<file path="src/include/dma_cycle_pkg.sv">
package dma_cycle_pkg;

  localparam int NCH = 3;
  localparam int AW = 12;
  localparam int NW = 10;

  // Cycle type codes of the channel control word
  localparam logic [2:0] CT_INVALID = 3'h0;
  localparam logic [2:0] CT_BASIC = 3'h1;
  localparam logic [2:0] CT_PINGPONG = 3'h3;
  localparam logic [2:0] CT_PSG = 3'h6;

  // Width codes of source_width_field and dest_width_field
  localparam logic [1:0] SZ_BYTE = 2'h0;
  localparam logic [1:0] SZ_HALF = 2'h1;
  localparam logic [1:0] SZ_WORD = 2'h2;

  // Field positions in channel_control_word
  localparam int F_CT = 0;
  localparam int F_NM1 = 4;
  localparam int F_RP = 14;
  localparam int F_SS = 24;
  localparam int F_DS = 28;

  // Register offsets
  localparam logic [AW-1:0] OFF_CH_EN = 12'h000;
  localparam logic [AW-1:0] OFF_ALT_STAT = 12'h004;
  localparam logic [AW-1:0] OFF_ALT_SET = 12'h008;
  localparam logic [AW-1:0] OFF_ALT_CLR = 12'h00C;
  localparam logic [AW-1:0] OFF_IRQ_EN = 12'h010;
  localparam logic [AW-1:0] OFF_FLAGS = 12'h014;
  localparam logic [AW-1:0] OFF_PEND = 12'h018;
  localparam logic [3:0] DESC_PRI_PAGE = 4'h1;
  localparam logic [3:0] DESC_ALT_PAGE = 4'h2;
  localparam logic [19:0] DESC_SYS_PAGE = 20'h5_0080;

  // Word slots inside one control structure
  localparam logic [1:0] W_SRC = 2'h0;
  localparam logic [1:0] W_DST = 2'h1;
  localparam logic [1:0] W_CTRL = 2'h2;

  // Reset values
  localparam logic [2:0] CH_EN_RST = 3'h0;
  localparam logic [2:0] ALT_RST = 3'h0;
  localparam logic [5:0] IRQ_EN_RST = 6'h00;
  localparam logic [5:0] FLAGS_RST = 6'h00;
  localparam int ERR_LSB = 3;

  typedef enum logic [3:0] {
    ST_IDLE = 4'b0001,
    ST_FETCH = 4'b0010,
    ST_RD = 4'b0100,
    ST_WR = 4'b1000
  } state_t;

endpackage

</file>
<file path="src/design/dma_pingpong_scatter_cycle.sv">
`timescale 1ns/1ps
//
// Contract
// Ping-pong alternates primary and alternate structures
// Ping-pong task end flags done, switches
// Ping-pong channel stays enabled between tasks
// Cycle code 011 ping-pong, 110 scatter
// Burst of 2^R transfers, then rearbitrate
// Done strobe lasts exactly one cycle
// Primary end sets select, alternate clears
// Software refills idle structure meanwhile
// Invalid structure: no data, disable, keep
// Basic successor: done, disable, keep selection
// Software clears select before ping-pong start
// Primary copies descriptors into alternate structure
// Software sets copy exponent 0010, N multiple of 4
// Software aims copy destination at 0xC slot
// Alternate structure words sit at fixed window
// Copy writes words 0x0 to 0xC ascending
// Software ends list with basic descriptor
// Copy selects alternate, task end reselects primary
// Restart needs software select clear first
// No arbitration after copy; run task directly
// Peripheral requests again after each pause
// Width code 10 means word transfers
// Task length is count field plus one
// Bus error flags, interrupts, disables channel
module dma_pingpong_scatter_cycle (
  input wire logic CORE_CLK,
  input wire logic NRST,
  input wire logic PSEL,
  input wire logic PENABLE,
  input wire logic PWRITE,
  input wire logic [dma_cycle_pkg::AW-1:0] PADDR,
  input wire logic [31:0] PWDATA,
  output logic [31:0] PRDATA,
  output logic PREADY,
  output logic PSLVERR,
  input wire logic [dma_cycle_pkg::NCH-1:0] DMA_REQ,
  output logic [dma_cycle_pkg::NCH-1:0] DMA_DONE,
  output logic IRQ,
  output logic MEM_REQ,
  output logic MEM_WRITE,
  output logic [31:0] MEM_ADDR,
  output logic [1:0] MEM_SIZE,
  output logic [31:0] MEM_WDATA,
  input wire logic [31:0] MEM_RDATA,
  input wire logic MEM_ACK,
  input wire logic MEM_ERR
);
  import dma_cycle_pkg::*;

  ////////////////////////////////////////////////////////////////////////////
  function automatic logic [2:0] ctype(input logic [31:0] w);
    ctype = w[F_CT +: 3];
  endfunction
  function automatic logic [9:0] nm1(input logic [31:0] w);
    nm1 = w[F_NM1 +: NW];
  endfunction
  function automatic logic [3:0] rpow(input logic [31:0] w);
    rpow = w[F_RP +: 4];
  endfunction
  function automatic logic [1:0] shamt(input logic [1:0] sz);
    shamt = (sz == SZ_BYTE) ? 2'h0 : (sz == SZ_HALF) ? 2'h1 : 2'h2;
  endfunction
  function automatic logic [4:0] didx(input logic alt, input logic [1:0] ch,
                                      input logic [1:0] w);
    didx = (alt ? 5'h0C : 5'h00) + {1'b0, ch, w};
  endfunction
  // Addresses run up to the end pointer, one width step per transfer
  function automatic logic [31:0] xaddr(input logic [31:0] e,
      input logic [9:0] n, input logic [9:0] c, input logic [1:0] sz);
    logic [9:0] r;
    r = n - c;
    xaddr = e - ({22'h0, r} << shamt(sz));
  endfunction
  function automatic logic [31:0] rep(input logic [31:0] d,
                                      input logic [1:0] sz);
    rep = (sz == SZ_BYTE) ? {4{d[7:0]}} :
          (sz == SZ_HALF) ? {2{d[15:0]}} : d;
  endfunction
  function automatic logic page_hit(input logic [11:0] a);
    page_hit = (a[11:8] == DESC_PRI_PAGE || a[11:8] == DESC_ALT_PAGE) &&
               a[7:6] == 2'h0 && a[5:4] != 2'h3;
  endfunction
  function automatic logic burst_hit(input logic [10:0] b,
                                     input logic [3:0] rp);
    burst_hit = (rp < 4'hB) && (b == (11'h001 << rp));
  endfunction

  ////////////////////////////////////////////////////////////////////////////
  state_t st_reg, st_next;
  logic [1:0] ch_reg, ch_next;
  logic calt_reg, calt_next;
  logic [31:0] ctl_reg, ctl_next;
  logic [10:0] burst_reg, burst_next;
  logic [31:0] data_reg, data_next;
  logic int_reg, int_next;
  logic [2:0] en_reg, en_next;
  logic [2:0] alt_reg, alt_next;
  logic [2:0] pend_reg, pend_next;
  logic [5:0] ie_reg, ie_next;
  logic [5:0] flag_reg, flag_next;
  logic [2:0] done_reg, done_next;
  logic irq_reg, irq_next;
  logic [9:0] cnt_reg [0:7];
  logic [9:0] cnt_next [0:7];
  logic [31:0] desc_reg [0:23];
  logic mreq_reg, mreq_next;
  logic mwr_reg, mwr_next;
  logic [31:0] maddr_reg, maddr_next;
  logic [1:0] msize_reg, msize_next;
  logic [31:0] mwdata_reg, mwdata_next;
  logic [31:0] prdata_reg, prdata_next;
  logic slverr_reg, slverr_next;
  logic dwe;
  logic [4:0] dwi;
  logic [31:0] dwd;
  logic [2:0] rise;

  req_sync #(.W(NCH)) i_req_sync (
    .clk(CORE_CLK),
    .nrst(NRST),
    .async_in(DMA_REQ),
    .rise(rise)
  );

  logic f_alt, alt_cur, en_cur, wr_done, is_last, is_copy, hit;
  logic apb_wr, apb_setup, sw_en, sw_alt;
  logic [2:0] c_idx;
  logic [9:0] cn;
  logic [10:0] bst;
  logic [31:0] fctl, dst_a;

  assign f_alt = alt_reg[ch_reg];
  assign alt_cur = alt_reg[ch_reg];
  assign en_cur = en_reg[ch_reg];
  assign c_idx = {ch_reg, calt_reg};
  assign fctl = desc_reg[didx(f_alt, ch_reg, W_CTRL)];
  assign cn = cnt_reg[c_idx] + 10'h001;
  assign bst = burst_reg + 11'h001;
  assign is_last = cnt_reg[c_idx] == nm1(ctl_reg);
  assign is_copy = !calt_reg && ctype(ctl_reg) == CT_PSG;
  assign hit = burst_hit(bst, rpow(ctl_reg));
  assign wr_done = st_reg == ST_WR && (int_reg || (MEM_ACK && !MEM_ERR));
  // A copy walks the four words of one structure, however long the list is
  assign dst_a = is_copy ? xaddr(desc_reg[didx(calt_reg, ch_reg, W_DST)],
      10'h003, {8'h00, cnt_reg[c_idx][1:0]}, SZ_WORD) :
      xaddr(desc_reg[didx(calt_reg, ch_reg, W_DST)],
      nm1(ctl_reg), cnt_reg[c_idx], ctl_reg[F_DS +: 2]);
  assign apb_setup = PSEL && !PENABLE;
  assign apb_wr = PSEL && PENABLE && PWRITE;
  assign sw_en = apb_wr && PADDR == OFF_CH_EN;
  assign sw_alt = apb_wr && (PADDR == OFF_ALT_SET || PADDR == OFF_ALT_CLR);

  ////////////////////////////////////////////////////////////////////////////
  always_comb begin
    logic [2:0] en_clr, a_set, a_clr, gnt_v, clr_pend;
    logic [5:0] set_flag, w1c;
    en_clr = 3'h0;
    a_set = 3'h0;
    a_clr = 3'h0;
    clr_pend = 3'h0;
    set_flag = 6'h00;
    w1c = 6'h00;
    gnt_v = pend_reg & en_reg;
    st_next = st_reg;
    ch_next = ch_reg;
    calt_next = calt_reg;
    ctl_next = ctl_reg;
    burst_next = burst_reg;
    data_next = data_reg;
    int_next = int_reg;
    done_next = 3'h0;
    cnt_next = cnt_reg;
    mreq_next = mreq_reg;
    mwr_next = mwr_reg;
    maddr_next = maddr_reg;
    msize_next = msize_reg;
    mwdata_next = mwdata_reg;
    dwe = 1'b0;
    dwi = 5'h00;
    dwd = data_reg;
    case (st_reg)
      ST_IDLE: begin
        // Lower channel number wins
        if (gnt_v != 3'h0) begin
          ch_next = gnt_v[0] ? 2'h0 : gnt_v[1] ? 2'h1 : 2'h2;
          clr_pend[ch_next] = 1'b1;
          st_next = ST_FETCH;
        end
      end
      ST_FETCH: begin
        ctl_next = fctl;
        calt_next = f_alt;
        burst_next = 11'h000;
        st_next = ST_IDLE;
        if (en_cur) begin
          case (ctype(fctl))
            CT_BASIC, CT_PINGPONG, CT_PSG: begin
              mreq_next = 1'b1;
              mwr_next = 1'b0;
              msize_next = fctl[F_SS +: 2];
              maddr_next = xaddr(desc_reg[didx(f_alt, ch_reg, W_SRC)],
                  nm1(fctl), cnt_reg[{ch_reg, f_alt}], fctl[F_SS +: 2]);
              st_next = ST_RD;
            end
            default: en_clr[ch_reg] = 1'b1;
          endcase
        end
      end
      ST_RD: begin
        if (MEM_ACK) begin
          mreq_next = 1'b0;
          if (MEM_ERR) begin
            set_flag[ERR_LSB + ch_reg] = 1'b1;
            en_clr[ch_reg] = 1'b1;
            st_next = ST_IDLE;
          end else begin
            // Replication follows the source width
            data_next = rep(MEM_RDATA, ctl_reg[F_SS +: 2]);
            maddr_next = dst_a;
            // Writes into the structure window stay on chip
            int_next = dst_a[31:12] == DESC_SYS_PAGE &&
                       page_hit(dst_a[11:0]);
            mreq_next = !int_next;
            mwr_next = 1'b1;
            msize_next = ctl_reg[F_DS +: 2];
            mwdata_next = data_next;
            st_next = ST_WR;
          end
        end
      end
      ST_WR: begin
        if (!int_reg && MEM_ACK && MEM_ERR) begin
          mreq_next = 1'b0;
          set_flag[ERR_LSB + ch_reg] = 1'b1;
          en_clr[ch_reg] = 1'b1;
          st_next = ST_IDLE;
        end else if (wr_done) begin
          mreq_next = 1'b0;
          dwe = int_reg;
          dwi = didx(maddr_reg[9], maddr_reg[5:4], maddr_reg[3:2]);
          burst_next = bst;
          cnt_next[c_idx] = is_last ? 10'h000 : cn;
          st_next = ST_IDLE;
          if (is_copy && cn[1:0] == 2'h0) begin
            a_set[ch_reg] = 1'b1;
            st_next = ST_FETCH;
          end else if (is_last) begin
            if (calt_reg && ctype(ctl_reg) == CT_PSG) begin
              a_clr[ch_reg] = 1'b1;
            end else if (ctype(ctl_reg) == CT_PINGPONG) begin
              done_next[ch_reg] = 1'b1;
              set_flag[ch_reg] = 1'b1;
              a_set[ch_reg] = !calt_reg;
              a_clr[ch_reg] = calt_reg;
            end else begin
              done_next[ch_reg] = 1'b1;
              set_flag[ch_reg] = 1'b1;
              en_clr[ch_reg] = 1'b1;
            end
          end else if (!hit && en_cur) begin
            mreq_next = 1'b1;
            mwr_next = 1'b0;
            msize_next = ctl_reg[F_SS +: 2];
            maddr_next = xaddr(desc_reg[didx(calt_reg, ch_reg, W_SRC)],
                nm1(ctl_reg), cn, ctl_reg[F_SS +: 2]);
            st_next = ST_RD;
          end
        end
      end
      default: st_next = ST_IDLE;
    endcase

    // Only a fresh edge re-arms a channel after a pause
    pend_next = (pend_reg & ~clr_pend) | (rise & en_reg);
    en_next = en_reg & ~en_clr;
    alt_next = (alt_reg | a_set) & ~a_clr;
    ie_next = ie_reg;
    prdata_next = prdata_reg;
    slverr_next = slverr_reg;
    if (apb_setup) begin
      slverr_next = 1'b0;
      prdata_next = 32'h0000_0000;
      case (PADDR)
        OFF_CH_EN: prdata_next = {29'h0, en_reg};
        OFF_ALT_STAT: prdata_next = {29'h0, alt_reg};
        OFF_ALT_SET, OFF_ALT_CLR: prdata_next = 32'h0000_0000;
        OFF_IRQ_EN: prdata_next = {26'h0, ie_reg};
        OFF_FLAGS: prdata_next = {26'h0, flag_reg};
        OFF_PEND: prdata_next = {29'h0, pend_reg};
        default: begin
          if (page_hit(PADDR) && PADDR[1:0] == 2'h0) begin
            prdata_next = desc_reg[didx(PADDR[9], PADDR[5:4], PADDR[3:2])];
          end else begin
            slverr_next = 1'b1;
          end
        end
      endcase
    end
    // Software writes override same-cycle hardware changes of enable/select
    if (apb_wr) begin
      case (PADDR)
        OFF_CH_EN: en_next = PWDATA[2:0];
        OFF_ALT_SET: alt_next = alt_reg | PWDATA[2:0];
        OFF_ALT_CLR: alt_next = alt_reg & ~PWDATA[2:0];
        OFF_IRQ_EN: ie_next = PWDATA[5:0];
        OFF_FLAGS: w1c = PWDATA[5:0];
        // Read-only words must not fall through into the structure store
        OFF_ALT_STAT, OFF_PEND: w1c = 6'h00;
        default: begin
          if (!dwe && !slverr_reg) begin
            dwe = 1'b1;
            dwi = didx(PADDR[9], PADDR[5:4], PADDR[3:2]);
            dwd = PWDATA;
          end
        end
      endcase
    end
    // A hardware set beats a same-cycle software clear
    flag_next = (flag_reg & ~w1c) | set_flag;
    irq_next = |(flag_next & ie_reg);
  end

  ////////////////////////////////////////////////////////////////////////////
  always_ff @(posedge CORE_CLK or negedge NRST) begin
    if (!NRST) begin
      st_reg <= ST_IDLE;
      ch_reg <= 2'h0;
      calt_reg <= 1'b0;
      ctl_reg <= 32'h0000_0000;
      burst_reg <= 11'h000;
      data_reg <= 32'h0000_0000;
      int_reg <= 1'b0;
      en_reg <= CH_EN_RST;
      alt_reg <= ALT_RST;
      pend_reg <= 3'h0;
      ie_reg <= IRQ_EN_RST;
      flag_reg <= FLAGS_RST;
      done_reg <= 3'h0;
      irq_reg <= 1'b0;
      for (int i = 0; i < 8; i++) cnt_reg[i] <= 10'h000;
      for (int i = 0; i < 24; i++) desc_reg[i] <= 32'h0000_0000;
      mreq_reg <= 1'b0;
      mwr_reg <= 1'b0;
      maddr_reg <= 32'h0000_0000;
      msize_reg <= SZ_WORD;
      mwdata_reg <= 32'h0000_0000;
      prdata_reg <= 32'h0000_0000;
      slverr_reg <= 1'b0;
    end else begin
      st_reg <= st_next;
      ch_reg <= ch_next;
      calt_reg <= calt_next;
      ctl_reg <= ctl_next;
      burst_reg <= burst_next;
      data_reg <= data_next;
      int_reg <= int_next;
      en_reg <= en_next;
      alt_reg <= alt_next;
      pend_reg <= pend_next;
      ie_reg <= ie_next;
      flag_reg <= flag_next;
      done_reg <= done_next;
      irq_reg <= irq_next;
      cnt_reg <= cnt_next;
      if (dwe) desc_reg[dwi] <= dwd;
      mreq_reg <= mreq_next;
      mwr_reg <= mwr_next;
      maddr_reg <= maddr_next;
      msize_reg <= msize_next;
      mwdata_reg <= mwdata_next;
      prdata_reg <= prdata_next;
      slverr_reg <= slverr_next;
    end
  end

  assign PRDATA = prdata_reg;
  assign PREADY = 1'b1;
  assign PSLVERR = PSEL && PENABLE && slverr_reg;
  assign DMA_DONE = done_reg;
  assign IRQ = irq_reg;
  assign MEM_REQ = mreq_reg;
  assign MEM_WRITE = mwr_reg;
  assign MEM_ADDR = maddr_reg;
  assign MEM_SIZE = msize_reg;
  assign MEM_WDATA = mwdata_reg;

  ////////////////////////////////////////////////////////////////////////////
  a_done_pulse: assert property (
    @(posedge CORE_CLK) disable iff (!NRST)
    (done_reg != 3'h0) |=> (done_reg == 3'h0))
    else $error("Done strobe longer than one cycle");

  a_pp_switch: assert property (
    @(posedge CORE_CLK) disable iff (!NRST)
    (wr_done && is_last && !is_copy && ctype(ctl_reg) == CT_PINGPONG &&
     !sw_alt) |=> (alt_cur != $past(alt_cur)) && (done_reg != 3'h0))
    else $error("Ping-pong end did not switch structure");

  a_pp_keep_en: assert property (
    @(posedge CORE_CLK) disable iff (!NRST)
    (wr_done && is_last && ctype(ctl_reg) == CT_PINGPONG && en_cur &&
     !sw_en) |=> en_cur)
    else $error("Ping-pong channel disabled after task");

  a_invalid_stop: assert property (
    @(posedge CORE_CLK) disable iff (!NRST)
    (st_reg == ST_FETCH && en_cur && ctype(fctl) == CT_INVALID &&
     !sw_en && !sw_alt) |=> (!en_cur && $stable(alt_cur) &&
     st_reg == ST_IDLE && !MEM_REQ))
    else $error("Invalid structure not handled");

  a_basic_stop: assert property (
    @(posedge CORE_CLK) disable iff (!NRST)
    (wr_done && is_last && !is_copy && ctype(ctl_reg) == CT_BASIC &&
     !sw_en && !sw_alt) |=> (!en_cur && $stable(alt_cur) &&
     done_reg != 3'h0))
    else $error("Basic successor did not end channel");

  a_burst_pause: assert property (
    @(posedge CORE_CLK) disable iff (!NRST)
    (wr_done && !is_last && !is_copy && hit) |=>
    (st_reg == ST_IDLE && !MEM_REQ))
    else $error("Burst did not pause for arbitration");

  a_copy_direct: assert property (
    @(posedge CORE_CLK) disable iff (!NRST)
    (wr_done && is_copy && cn[1:0] == 2'h0 && !sw_alt) |=>
    (st_reg == ST_FETCH && alt_cur) ##1 (st_reg != ST_IDLE || !en_cur ||
     ctype(ctl_reg) == CT_INVALID))
    else $error("Copy end did not go straight to alternate task");

  a_sg_reselect: assert property (
    @(posedge CORE_CLK) disable iff (!NRST)
    (wr_done && is_last && calt_reg && ctype(ctl_reg) == CT_PSG &&
     !sw_alt) |=> (!alt_cur && done_reg == 3'h0))
    else $error("Scatter task end did not reselect primary");

  a_err_stop: assert property (
    @(posedge CORE_CLK) disable iff (!NRST)
    (MEM_REQ && MEM_ACK && MEM_ERR && !sw_en) |=>
    (!en_cur && flag_reg[ERR_LSB + ch_reg] && st_reg == ST_IDLE))
    else $error("Bus error did not stop channel");

  a_done_cause: assert property (
    @(posedge CORE_CLK) disable iff (!NRST)
    (done_reg != 3'h0) |-> ($past(wr_done) && $past(is_last)))
    else $error("Done without final transfer");
endmodule

</file>
<file path="src/design/req_sync.sv">
`timescale 1ns/1ps
module req_sync #(
  parameter int W = 3
) (
  input wire logic clk,
  input wire logic nrst,
  input wire logic [W-1:0] async_in,
  output logic [W-1:0] rise
);
  logic [W-1:0] s1_reg;
  logic [W-1:0] s2_reg;
  logic [W-1:0] s3_reg;
  logic [W-1:0] rise_next;

  // Edge is taken from the second and third stages only
  always_comb begin
    rise_next = s2_reg & ~s3_reg;
  end

  always_ff @(posedge clk or negedge nrst) begin
    if (!nrst) begin
      s1_reg <= '0;
      s2_reg <= '0;
      s3_reg <= '0;
    end else begin
      s1_reg <= async_in;
      s2_reg <= s1_reg;
      s3_reg <= s2_reg;
    end
  end

  assign rise = rise_next;
endmodule

</file>
<file path="config.mk">
export PLATFORM = sky130hd
export DESIGN_NAME = dma_pingpong_scatter_cycle
export DESIGN_NICKNAME = d
export VERILOG_FILES = /design/src/include/dma_cycle_pkg.sv /design/src/design/dma_pingpong_scatter_cycle.sv /design/src/design/req_sync.sv
export SDC_FILE = /design/constraint.sdc
export NUM_CORES = 2
export LEC_CHECK = 0
export ABC_AREA = 1
export BUFFER_PORTS_ARGS = -buffer_cell sky130_fd_sc_hd__buf_2
export CORE_MARGIN = 10
export CORE_UTILIZATION = 25
export CTS_BUF_LIST = sky130_fd_sc_hd__clkbuf_16
export DETAILED_ROUTE_END_ITERATION = 6
export SYNTH_ARGS = -nofsm -noshare
export SYNTH_HDL_FRONTEND = slang
export SYNTH_SLANG_ARGS = --single-unit
</file>
<file path="constraint.sdc">
create_clock -name CORE_CLK -period 13.3 [get_ports CORE_CLK]
set_input_delay 1.33 -clock CORE_CLK [delete_from_list [all_inputs] [get_ports CORE_CLK]]
set_output_delay 1.33 -clock CORE_CLK [all_outputs]
set_load 0.1 [all_outputs]
</file>
==> reports/qor.csv <==
metric,value,unit
violations,design-rule violations,
ys.flop_type,dfrtp_1,
die-area,250000,sq um
criticalPathCategory,reg -> reg,
row_count,176,
worst-path-max-fanout,29,
postRouteAntennaNets,0,
drc,1,
totalWireLength,260000,microns
leakage,28.9,nW
setup_viol,0,
grt_usage,19.9,%
critical_path_required,13.99,ns
largest_reg_flops,768,
cts.clk_slew.worst_paths,0.07,ns
antenna_found_initial,8,
synth.avg_cell_area,7.40,sq um
cp_data_arrival_time,9.92,ns
post_cts_resize_count,0,
grt_pass1_vias,55300,
area_growth,13.1,%
cap_violations,0,
clk_latency,0.80,ns
power_frac_comb,47.8,%
wl_met2,112000,microns
crit_path_end_kind,register,
cts_buffers,114,
core,230000,sq um
synthDominantCellAreaShare,44.3,%
grt_overflow,0,
cts_tree,yes,
highest_layer,met5,
period_share,69.4,%
synth-async-reset-ratio,100,%
switching_power,0.00645,W
ys_ff_latch,1023,
pwr-share-clk,25.3,%
period_needed,9.23,ns
io_buffers,190,
hold_violations,0,
outcome,"complete, but fails checks",
nNetsFinal,7850,
wl_per_cell,24.1,microns
peakVddDrop,0.141,mV
max_freq,108,MHz
worst_pin_slew,1.21,ns
cts_setup_buffers,0,
drt-initial-drc-count,7329,
drt-vias-per-instance,5.39,
hold_buffers,0,
yosysWarnings,0,
slew_violations,0,
cts_sinks,1023,
grt_pass1_wl,380000,microns
htree_levels,3,
power_density,203,nW/um^2
wl_met1,103000,microns
die_h,500,microns
syn_inst,7794,
grt_start_max_net_pins,176,
dp.cells,10600,
tns,0,ns
cpMostUsedCell,nand2_1,
drive_gt1_share,7.49,%
synth_cell_type_count,64,
gp_congestion,0.948,
clockBufferDepth,3,
fin_skew,0.0618,ns
crit_slowest_cell,fa_2,
ios,192,
synth_edf_count,0,
rsz0062_at_grt,false,
max_slew_margin,18.2,%
dr.pass1.iters,7,
stdcell_count,10800,
mappedNetlistArea,57700,sq um
start_util,25.1,%
swShare,48.8,%
sequentialPowerShare,26.9,%
finalCoreUtilization,28.4,%
timing.hold.ws,0.343,ns
internal_power,0.00676,W
critical_path.max_stage_delay,1.03,ns
cts-root-buf,clkbuf_16,
total_power,0.0132,W
synth_top_area_cell,dfrtp_1,
yosys-top-cells-area,"dfrtp_1, nand2_1, o21ai_0, a21oi_1, inv_1",
yosysSeqAreaShare,44.4,%
hp-class,reg -> reg,
cp-start-kind,register,
hpwlAfterDp,169000,microns
die_w,500,microns
via_count,58100,
wl_met3,27000,microns
-- cell usage in the layout (no fill, tap or decap), types with 116 or more instances in the layout --
master / instances
dfrtp_1: 1021
o21ai_0: 1359
nand3_1: 268
inv_1: 590
nand2_1: 1937
a21oi_1: 495
o22ai_1: 268
buf_4: 116
buf_2: 189
nor2_1: 551
-- area by class of cell --
cell class / count / area [sq um]
Antenna cell: 1 / 2.50
Clock buffer: 115 / 2880
Clock inverter: 95 / 983
Fill cell: 24800 / 164000
Inverter: 609 / 2300
Multi-Input combinational cell: 5617 / 27800
Sequential cell: 1023 / 25600
Tap cell: 3026 / 3790
Timing Repair Buffer: 309 / 1890
-- power by group through the flow --
stage                     Sequential (W)  Combinational (W)  Clock [W]
after floorplan                  0.00417            0.00347          0
after global placement           0.00360            0.00611          0
after detailed placement         0.00360            0.00615          0
after CTS                        0.00355            0.00618    0.00338
after global routing             0.00358            0.00683    0.00350
final                            0.00355            0.00631    0.00335
-- worst paths after layout --
kind                                      start                    to  slack (ns)  cells after the start
setup / recovery                      ch_reg[1]          MEM_ADDR[30]        4.07                     35
hold / removal             i_req_sync.s1_reg[0]  i_req_sync.s2_reg[0]        0.34                      0
setup reg to reg                      ch_reg[1]          MEM_ADDR[30]        4.07                     35
hold reg to reg            i_req_sync.s1_reg[0]  i_req_sync.s2_reg[0]        0.34                      0
max in group asynchronous                  NRST         desc_reg[398]        9.37                      4
min in group asynchronous                  NRST            cnt_reg[8]        0.61                      1
-- cells by family after synthesis --
| logic type | Yosys count | synth area share [%] |
|---|---|---|
| and+or+nand+nor | 2923 | 20.3 |
| AOI/OAI and AO/OA | 2532 | 24.4 |
| buffers and inverters | 1157 | 7.71 |
| DFF | 1023 | 44.4 |
| adders and majority gates | 90 | 2.10 |
| xor gates and xnor gates | 65 | 0.987 |
| muxes | 3 | 0.0521 |
| other | 1 | 0.00650 |
-- cell usage after synthesis (12+ instances only) --
master	n
xnor2_1	21
nand3_1	268
o311ai_0	15
nor2_1	556
nor3_1	49
inv_1	579
o211ai_1	63
nand2_1	1946
a22oi_1	42
nand2_2	14
a221oi_1	35
clkinv_1	17
o21ai_1	53
nand4_1	32
o31ai_1	28
o21ai_0	1360
ha_1	79
buf_2	57
o21a_1	21
clkbuf_1	439
a32oi_1	25
buf_1	46
nor4_1	13
a31oi_1	19
a21oi_1	496
dfrtp_1	1021
o221ai_1	18
o22ai_1	268
inv_2	12
or2_2	23
o2111ai_1	25
xor2_1	44
-- routing by layer --
metal,GRT usage [%],vias to the layer above
li1,-,26000
met3,4.56,757
met2,30.6,3317
met1,25.3,28000
met5,0,-
met4,12.1,6
-- worst max-delay path, delay by kind of cell, from the launching register on --
kind / cells / cell delay (ns)
fa+ha+maj: 3 / 1.63
simple gates: 15 / 2.71
xor+xnor: 1 / 0.15
flops: 1 / 0.54
compound gates: 7 / 1.40
buf+inv: 9 / 2.66
-- metrics by stage --
stage,setup WS [ns],cell area (sq um)
after floorplan,5.88,57700
after CTS,4.29,65200
after detailed placement,4.36,61300
after global placement,4.30,61300
after global routing,3.55,65200
final,4.07,65200
(Power assumes the default switching activity.)
